File: src/common/scrb_map.vh
// register map, field positions and power-up values of the serial control bank
`ifndef SCRB_MAP_VH
`define SCRB_MAP_VH

// serial word layout
`define SCRB_WORD_W      24
`define SCRB_ADDR_W      4
`define SCRB_DATA_W      20
`define SCRB_ADDR_LSB    0
`define SCRB_DATA_LSB    4

// register addresses
`define SCRB_ADDR_MAIN   4'h0
`define SCRB_ADDR_REF    4'h1
`define SCRB_ADDR_CFG    4'h2
`define SCRB_ADDR_OPERATIONAL_CONTROL 4'h3
`define SCRB_ADDR_TEST   4'h4

// operational_control fields
`define SCRB_OP_SOFT_ON  0
`define SCRB_OP_TX_ON    1
`define SCRB_OP_REGISTER_RETAINING_STANDBY_ON  2
`define SCRB_OP_MODTYPE  3
`define SCRB_OP_BUF_EN   4
`define SCRB_OP_SIDEBAND 5
`define SCRB_OP_IFG_LSB  6
`define SCRB_OP_IFG_MSB  8
`define SCRB_OP_MODE_LSB 11
`define SCRB_OP_MODE_MSB 12
`define SCRB_OP_CP_BOOST 13
`define SCRB_OP_LO_PICK  15

// band-mode codes
`define SCRB_MODE_FM     2'h0
`define SCRB_MODE_CELL   2'h1
`define SCRB_MODE_PCS    2'h3

// configuration fields
`define SCRB_CFG_BUF_DIV 0
`define SCRB_CFG_BB_LVL  1

// power-up values
`define SCRB_OPERATIONAL_CONTROL_RST  20'h0892F

`endif

File: src/hdl/scrb_sync.v
// two-stage synchroniser for one asynchronous input
`default_nettype none

module scrb_sync
#(
  parameter RESET_VAL = 1'b0
)
(
  input  wire ref_clk,
  input  wire rst_n,
  input  wire async_in,
  output reg  sync_out
);

  reg stage1_reg;

  always @(posedge ref_clk or negedge rst_n)
  begin
    if (!rst_n)
    begin
      stage1_reg <= RESET_VAL;
      sync_out   <= RESET_VAL;
    end
    else
    begin
      stage1_reg <= async_in;
      sync_out   <= stage1_reg;
    end
  end

endmodule

`default_nettype wire

File: src/hdl/scrb_top.v
// serial control port and register bank with operational-control decode
`include "scrb_map.vh"
`default_nettype none

// How it works
// - five writable registers, each loaded from one 24-bit serial word
// - low 4 bits of the word are the address, upper 20 the data
// - don't-care bits are stored but steer nothing
// - while select is low, one bit shifts in per serial clock rise
// - select rising copies the word into the addressed register
// - main and reference divider registers set the PLL ratios
// - soft shutdown bit low powers down all but serial port, restores defaults
// - transmit standby low disables modulator and upconverter, like the gate pin
// - full standby low powers down all but registers, bias and serial port
// - modulation-path bit 0 selects direct oscillator modulation
// - buffer-enable bit turns the buffered oscillator output on or off
// - 3-bit intermediate gain step, about 2 dB per code
// - sideband bit 1 upper sideband, 0 lower sideband
// - band mode 00 FM, 01 low-band cellular, 11 high-band; 10 unused
// - charge-pump boost bit keeps boost current after acquisition
// - oscillator port bit 15: 1 low-band input, 0 high-band input
// - hardware powerdown pin low kills everything and loses registers
// - buffer-divide bit selects full or half oscillator frequency
// - baseband-level bit selects reduced baseband input level
module scrb_top
#(
  parameter [19:0] MAIN_RST = 20'h00000,
  parameter [19:0] REF_RST  = 20'h00000,
  parameter [19:0] CFG_RST  = 20'h00000,
  parameter [19:0] TEST_RST = 20'h00000
)
(
  input  wire        ref_clk,
  input  wire        rst_n,
  input  wire        ser_select_n,
  input  wire        ser_clk,
  input  wire        ser_data,
  input  wire        hardware_powerdown_pin_n,
  input  wire        transmit_gate_pin,
  output reg  [19:0] main_divider_ratio,
  output reg  [19:0] reference_divider_ratio,
  output reg  [19:0] config_word,
  output reg  [19:0] test_word,
  output reg         serial_port_on,
  output reg         bias_on,
  output reg         synth_on,
  output reg         upconverter_on,
  output reg         iq_modulator_on,
  output reg         direct_vco_mod,
  output reg         buffered_osc_output,
  output reg         buffered_osc_half,
  output reg  [2:0]  intermediate_gain_step,
  output reg         upper_sideband,
  output reg         fm_mode,
  output reg         low_band_driver_output,
  output reg         high_band_driver_output,
  output reg         charge_pump_boost_hold,
  output reg         oscillator_port_pick,
  output reg         baseband_level_select
);

  // ------------------------------------------------------------
  // pin synchronisers
  // ------------------------------------------------------------
  wire sel_s;
  wire sclk_s;
  wire sdat_s;
  wire hw_on_s;
  wire gate_s;

  scrb_sync #(.RESET_VAL(1'b1)) u_sync_sel
  (
    .ref_clk  (ref_clk),
    .rst_n    (rst_n),
    .async_in (ser_select_n),
    .sync_out (sel_s)
  );

  scrb_sync #(.RESET_VAL(1'b0)) u_sync_clk
  (
    .ref_clk  (ref_clk),
    .rst_n    (rst_n),
    .async_in (ser_clk),
    .sync_out (sclk_s)
  );

  scrb_sync #(.RESET_VAL(1'b0)) u_sync_dat
  (
    .ref_clk  (ref_clk),
    .rst_n    (rst_n),
    .async_in (ser_data),
    .sync_out (sdat_s)
  );

  scrb_sync #(.RESET_VAL(1'b0)) u_sync_hw
  (
    .ref_clk  (ref_clk),
    .rst_n    (rst_n),
    .async_in (hardware_powerdown_pin_n),
    .sync_out (hw_on_s)
  );

  scrb_sync #(.RESET_VAL(1'b0)) u_sync_gate
  (
    .ref_clk  (ref_clk),
    .rst_n    (rst_n),
    .async_in (transmit_gate_pin),
    .sync_out (gate_s)
  );

  // ------------------------------------------------------------
  // edge detection
  // ------------------------------------------------------------
  reg sel_d_reg;
  reg sclk_d_reg;

  always @(posedge ref_clk or negedge rst_n)
  begin
    if (!rst_n)
    begin
      sel_d_reg  <= 1'b1;
      sclk_d_reg <= 1'b0;
    end
    else
    begin
      sel_d_reg  <= sel_s;
      sclk_d_reg <= sclk_s;
    end
  end

  wire sclk_rise = sclk_s & ~sclk_d_reg;
  wire sel_rise  = sel_s & ~sel_d_reg;

  // ------------------------------------------------------------
  // shift register
  // ------------------------------------------------------------
  reg  [`SCRB_WORD_W-1:0] shift_reg;
  reg  [`SCRB_WORD_W-1:0] shift_next;

  always @*
  begin
    shift_next = shift_reg;
    if (!hw_on_s)
      shift_next = {`SCRB_WORD_W{1'b0}};
    else if (sclk_rise && !sel_s)
      shift_next = {shift_reg[`SCRB_WORD_W-2:0], sdat_s};
  end

  always @(posedge ref_clk or negedge rst_n)
  begin
    if (!rst_n)
      shift_reg <= {`SCRB_WORD_W{1'b0}};
    else
      shift_reg <= shift_next;
  end

  wire [`SCRB_ADDR_W-1:0] word_addr = shift_reg[`SCRB_ADDR_LSB +: `SCRB_ADDR_W];
  wire [`SCRB_DATA_W-1:0] word_data = shift_reg[`SCRB_DATA_LSB +: `SCRB_DATA_W];
  wire                    load      = sel_rise & hw_on_s;

  // ------------------------------------------------------------
  // register bank
  // ------------------------------------------------------------
  reg  [19:0] main_reg;
  reg  [19:0] ref_reg;
  reg  [19:0] cfg_reg;
  reg  [19:0] op_reg;
  reg  [19:0] test_reg;
  reg  [19:0] main_next;
  reg  [19:0] ref_next;
  reg  [19:0] cfg_next;
  reg  [19:0] op_next;
  reg  [19:0] test_next;

  always @*
  begin
    main_next = main_reg;
    ref_next  = ref_reg;
    cfg_next  = cfg_reg;
    op_next   = op_reg;
    test_next = test_reg;
    if (load)
    begin
      case (word_addr)
        `SCRB_ADDR_MAIN:   main_next = word_data;
        `SCRB_ADDR_REF:    ref_next  = word_data;
        `SCRB_ADDR_CFG:    cfg_next  = word_data;
        `SCRB_ADDR_OPERATIONAL_CONTROL: op_next   = word_data;
        `SCRB_ADDR_TEST:   test_next = word_data;
        default:           op_next   = op_reg;
      endcase
    end
    if (!op_next[`SCRB_OP_SOFT_ON])
    begin
      main_next = MAIN_RST;
      ref_next  = REF_RST;
      cfg_next  = CFG_RST;
      test_next = TEST_RST;
      op_next   = `SCRB_OPERATIONAL_CONTROL_RST;
      op_next[`SCRB_OP_SOFT_ON] = 1'b0;
    end
    if (!hw_on_s)
    begin
      main_next = MAIN_RST;
      ref_next  = REF_RST;
      cfg_next  = CFG_RST;
      test_next = TEST_RST;
      op_next   = `SCRB_OPERATIONAL_CONTROL_RST;
    end
  end

  always @(posedge ref_clk or negedge rst_n)
  begin
    if (!rst_n)
    begin
      main_reg <= MAIN_RST;
      ref_reg  <= REF_RST;
      cfg_reg  <= CFG_RST;
      op_reg   <= `SCRB_OPERATIONAL_CONTROL_RST;
      test_reg <= TEST_RST;
    end
    else
    begin
      main_reg <= main_next;
      ref_reg  <= ref_next;
      cfg_reg  <= cfg_next;
      op_reg   <= op_next;
      test_reg <= test_next;
    end
  end

  // ------------------------------------------------------------
  // operational decode
  // ------------------------------------------------------------
  // only named fields are decoded
  wire [1:0] band_mode = op_reg[`SCRB_OP_MODE_MSB:`SCRB_OP_MODE_LSB];
  wire       core_on   = hw_on_s & op_reg[`SCRB_OP_SOFT_ON];
  wire       synth_ok  = core_on & op_reg[`SCRB_OP_REGISTER_RETAINING_STANDBY_ON];
  wire       tx_ok     = synth_ok & op_reg[`SCRB_OP_TX_ON] & gate_s;

  always @(posedge ref_clk or negedge rst_n)
  begin
    if (!rst_n)
    begin
      main_divider_ratio      <= MAIN_RST;
      reference_divider_ratio <= REF_RST;
      config_word             <= CFG_RST;
      test_word               <= TEST_RST;
      serial_port_on          <= 1'b0;
      bias_on                 <= 1'b0;
      synth_on                <= 1'b0;
      upconverter_on          <= 1'b0;
      iq_modulator_on         <= 1'b0;
      direct_vco_mod          <= 1'b0;
      buffered_osc_output     <= 1'b0;
      buffered_osc_half       <= 1'b0;
      intermediate_gain_step  <= 3'h0;
      upper_sideband          <= 1'b0;
      fm_mode                 <= 1'b0;
      low_band_driver_output  <= 1'b0;
      high_band_driver_output <= 1'b0;
      charge_pump_boost_hold  <= 1'b0;
      oscillator_port_pick    <= 1'b0;
      baseband_level_select   <= 1'b0;
    end
    else
    begin
      main_divider_ratio      <= main_reg;
      reference_divider_ratio <= ref_reg;
      config_word             <= cfg_reg;
      test_word               <= test_reg;
      serial_port_on          <= hw_on_s;
      bias_on                 <= core_on;
      synth_on                <= synth_ok;
      upconverter_on          <= tx_ok;
      iq_modulator_on         <= tx_ok & op_reg[`SCRB_OP_MODTYPE];
      direct_vco_mod          <= tx_ok & ~op_reg[`SCRB_OP_MODTYPE];
      buffered_osc_output     <= synth_ok & op_reg[`SCRB_OP_BUF_EN];
      buffered_osc_half       <= cfg_reg[`SCRB_CFG_BUF_DIV];
      intermediate_gain_step  <= op_reg[`SCRB_OP_IFG_MSB:`SCRB_OP_IFG_LSB];
      upper_sideband          <= op_reg[`SCRB_OP_SIDEBAND];
      fm_mode                 <= (band_mode == `SCRB_MODE_FM);
      low_band_driver_output  <= tx_ok & (band_mode == `SCRB_MODE_CELL);
      high_band_driver_output <= tx_ok & (band_mode == `SCRB_MODE_PCS);
      charge_pump_boost_hold  <= synth_ok & op_reg[`SCRB_OP_CP_BOOST];
      oscillator_port_pick    <= op_reg[`SCRB_OP_LO_PICK];
      baseband_level_select   <= cfg_reg[`SCRB_CFG_BB_LVL];
    end
  end

endmodule

`default_nettype wire

File: config.mk
export PLATFORM = sky130hd
export DESIGN_NAME = scrb_top
export DESIGN_NICKNAME = d
export VERILOG_FILES = /design/src/hdl/scrb_sync.v /design/src/hdl/scrb_top.v
export VERILOG_INCLUDE_DIRS = /design/src /design/src/common
export SDC_FILE = /design/constraint.sdc
export NUM_CORES = 1
export LEC_CHECK = 0
export BUFFER_PORTS_ARGS = -buffer_cell sky130_fd_sc_hd__buf_2
export CORE_MARGIN = 3
export CORE_UTILIZATION = 46
export CTS_CLUSTER_SIZE = 28
export DETAILED_ROUTE_END_ITERATION = 10
export GPL_TIMING_DRIVEN = 0
export PLACE_DENSITY_LB_ADDON = 0.12
export SYNTH_ARGS = -nofsm -noshare
export SYNTH_HDL_FRONTEND = slang
export SYNTH_SLANG_ARGS = --single-unit
File: constraint.sdc
create_clock -name ref_clk -period 4.64 [get_ports ref_clk]
set_input_delay 0.232 -clock ref_clk [delete_from_list [all_inputs] [get_ports ref_clk]]
set_output_delay 0.232 -clock ref_clk [all_outputs]
set_load 0.02 [all_outputs]
==> impl_metrics.json <==
{
  "status": "completed",
  "grt_setup_unrepaired": "false",
  "floorplan.die.height_um": 139,
  "cts-htree-levels": 1,
  "synth-async-reset-ratio_pct": 100,
  "drt_drc_violations_left": 0,
  "cts_tree": "yes",
  "path_clk_slew_ps": 60,
  "timing.final.max_slew_violations": 0,
  "synth_ff_type": "sky130_fd_sc_hd__dfrtp_1",
  "critical_path_peak_fanout": 10,
  "detail-route-antenna-nets": 0,
  "grt_max_degree": 133,
  "max-vdd-ir-drop_mv": 0.237,
  "post-cts-setup-buffers": 0,
  "final_layout_size_suffix_gt1_share_pct": 22.7,
  "first_pass_grt_wire_length_mm": 30.6,
  "timing.final.setup_violations": 0,
  "worst_slew_pin_slew_ps": 668,
  "clock_path_buffers": 3,
  "design.final.nets": 766,
  "power-per-cell-area_nw_per_um2": 396,
  "synth_cells": 623,
  "required_ps": 5060,
  "wl_met1_mm": 8.55,
  "overall_overflow_remaining_after_global_route": 0,
  "final_setup_skew_ps": 13.5,
  "hold_slack_ps": 345,
  "dr.first_iter.drc_count": 549,
  "grtUsageTotal_pct": 19.4,
  "leakagePower_nw": 4.87,
  "timing_worst_setup_path_type": "register to register",
  "clk_root_buffer_cell": "sky130_fd_sc_hd__clkbuf_16",
  "max_clock_freq_mhz": 455,
  "routabilityCongestion": 0.813,
  "first_global_vias": 5564,
  "maxCapViolCount": 0,
  "post_drt_via_cell_ratio": 5.40,
  "rows": 47,
  "routed-via-count": 5360,
  "synth_warnings": 0,
  "slowest_delay_ps": 530,
  "period_minus_slack_ps": 2200,
  "critPathCaptureType": "register",
  "num_antenna_cells": 0,
  "synth_cell_types": 37,
  "dieArea_sq_um": 19300,
  "cts_buffers": 23,
  "clk_latency_ps": 500,
  "routed-wl-met2_mm": 8.44,
  "top_layer_used": "met4",
  "placement.io_buffers": 104,
  "most_frequently_used_cell_type_in_the_post_synthesis_netlist": "sky130_fd_sc_hd__dfrtp_1",
  "drt-total-wl_mm": 18.5,
  "drt_first_pass_iters": 5,
  "ctsHoldBuffers": 6,
  "r2r.worst_path.cells": 6,
  "syn_avg_cell_area_sq_um": 13.0,
  "syn_area_sq_um": 8120,
  "worst_path_cell_trace": "and3b_4 > a21oi_1 > buf_2 > clkbuf_1 > nand2_1 > nand3_1",
  "drt-wirelength-per-cell_um": 18.7,
  "numClockSinks": 225,
  "synth.net_count": 630,
  "initial_core_util_pct": 47.9,
  "worstPathArrival_ps": 2620,
  "synth-edff-count": 0,
  "ios": 105,
  "hold_path_class": "primary input to async pin",
  "number_of_antenna_violations_at_the_first_check_in_global_routing": 0,
  "number_of_flip_flops_under_the_largest_register_name": 24,
  "critical_path.slowest_cell": "sky130_fd_sc_hd__dfstp_2",
  "timing.slew.headroom_pct": 55.5,
  "postPlaceCellArea_sq_um": 8950,
  "fin_area_sq_um": 9730,
  "post-synth-top-area-cell": "sky130_fd_sc_hd__dfrtp_1",
  "final-hold-violation-count": 0,
  "areaGrowthSynthToFinish_pct": 19.8,
  "core_area_sq_um": 16900,
  "detailed_place_hpwl_mm": 12.1,
  "final_util_pct": 57.4,
  "floorplan.die.width_um": 139,
  "worstSetupStartpointType": "register",
  "synth_seq_cells": 225,
  "synth_top_cells_by_area": "sky130_fd_sc_hd__dfrtp_1, sky130_fd_sc_hd__a22o_1, sky130_fd_sc_hd__dfstp_2, sky130_fd_sc_hd__nand2_1, sky130_fd_sc_hd__mux2i_1",
  "dr_wl_met3_mm": 1.14,
  "synth.yosys.seq_area_share_pct": 69.5,
  "cts_resized": 0,
  "layout_worst_path_cycle_share_pct": 47.4,
  "netlist.area_leader.share_pct": 66.0,
  "synthTopCellsByCount": "sky130_fd_sc_hd__dfrtp_1, sky130_fd_sc_hd__nand2_1, sky130_fd_sc_hd__a22o_1",
  "tns_ps": 0
}
[logic make-up after synthesis]
kind of cell	after synthesis	share of synthesized area, %
buffers and inverters	72	4.02
DFF	225	69.5
muxes	20	2.47
and+or+nand+nor	167	10.3
AOI/OAI and AO/OA	139	13.7
[stage by stage]
stage,std cells,power [W],setup slack (ps)
CTS,992,0.00388,2440
global route,992,0.00400,2280
finish,992,0.00385,2440
floorplan,623,0.00206,2800
global placement,947,0.00212,-213
detailed placement,948,0.00213,2460
[final timing paths]
check / from / endpoint / slack, ps
setup / recovery: sel_d_reg$_DFF_PN1_ / test_reg[13]$_DFFE_PN0P_ / 2440
hold / removal: rst_n / u_sync_gate.stage1_reg$_DFF_PN0_ / 340
setup reg to reg: sel_d_reg$_DFF_PN1_ / test_reg[13]$_DFFE_PN0P_ / 2440
hold reg to reg: u_sync_clk.stage1_reg$_DFF_PN0_ / u_sync_clk.sync_out$_DFF_PN0_ / 350
max in group asynchronous: rst_n / shift_reg[3]$_DFFE_PN0P_ / 3220
min in group ref_clk: u_sync_clk.stage1_reg$_DFF_PN0_ / u_sync_clk.sync_out$_DFF_PN0_ / 350
[placed cells by master (no fill, tap or decap), types with 21 or more instances in the layout]
cell,netlist,layout
sky130_fd_sc_hd__dfrtp_1,214,214
sky130_fd_sc_hd__buf_2,9,112
sky130_fd_sc_hd__nand2_1,77,77
sky130_fd_sc_hd__a22o_1,38,38
sky130_fd_sc_hd__clkbuf_1,31,35
sky130_fd_sc_hd__nand3_1,29,29
sky130_fd_sc_hd__a21boi_0,26,26
sky130_fd_sc_hd__and3_1,23,23
sky130_fd_sc_hd__clkbuf_16,0,23
sky130_fd_sc_hd__inv_1,21,21
[routing by layer]
layer,GRT usage (%),vias up
li1,-,2472
met1,28.8,2676
met2,29.5,179
met3,3.59,33
met4,5.66,0
met5,0,-
[power by group]
| group | switching [W] | total [W] | internal, W |
|---|---|---|---|
| registers | 0.00000324 | 0.00198 | 0.00197 |
| clock network | 0.000713 | 0.00175 | 0.00104 |
| logic | 0.0000897 | 0.000121 | 0.0000308 |
[cell type report]
cell class | instances | area [sq um]
Fill cell | 1432 | 7210
Clock buffer | 32 | 659
Sequential cell | 225 | 5640
Clock inverter | 6 | 57.6
Timing Repair Buffer | 111 | 618
Multi-Input combinational cell | 326 | 2140
Tap cell | 220 | 275
Buffer | 49 | 240
Inverter | 23 | 86.3
[worst max-delay path, delay by kind of cell, from the launching register on]
family	cells	cell delay [ps]
buffers and inverters	2	760
AND/OR/NAND/NOR	3	420
AO/OA/AOI/OAI	1	410
flip-flops	1	530
(Power assumes the default switching activity.)
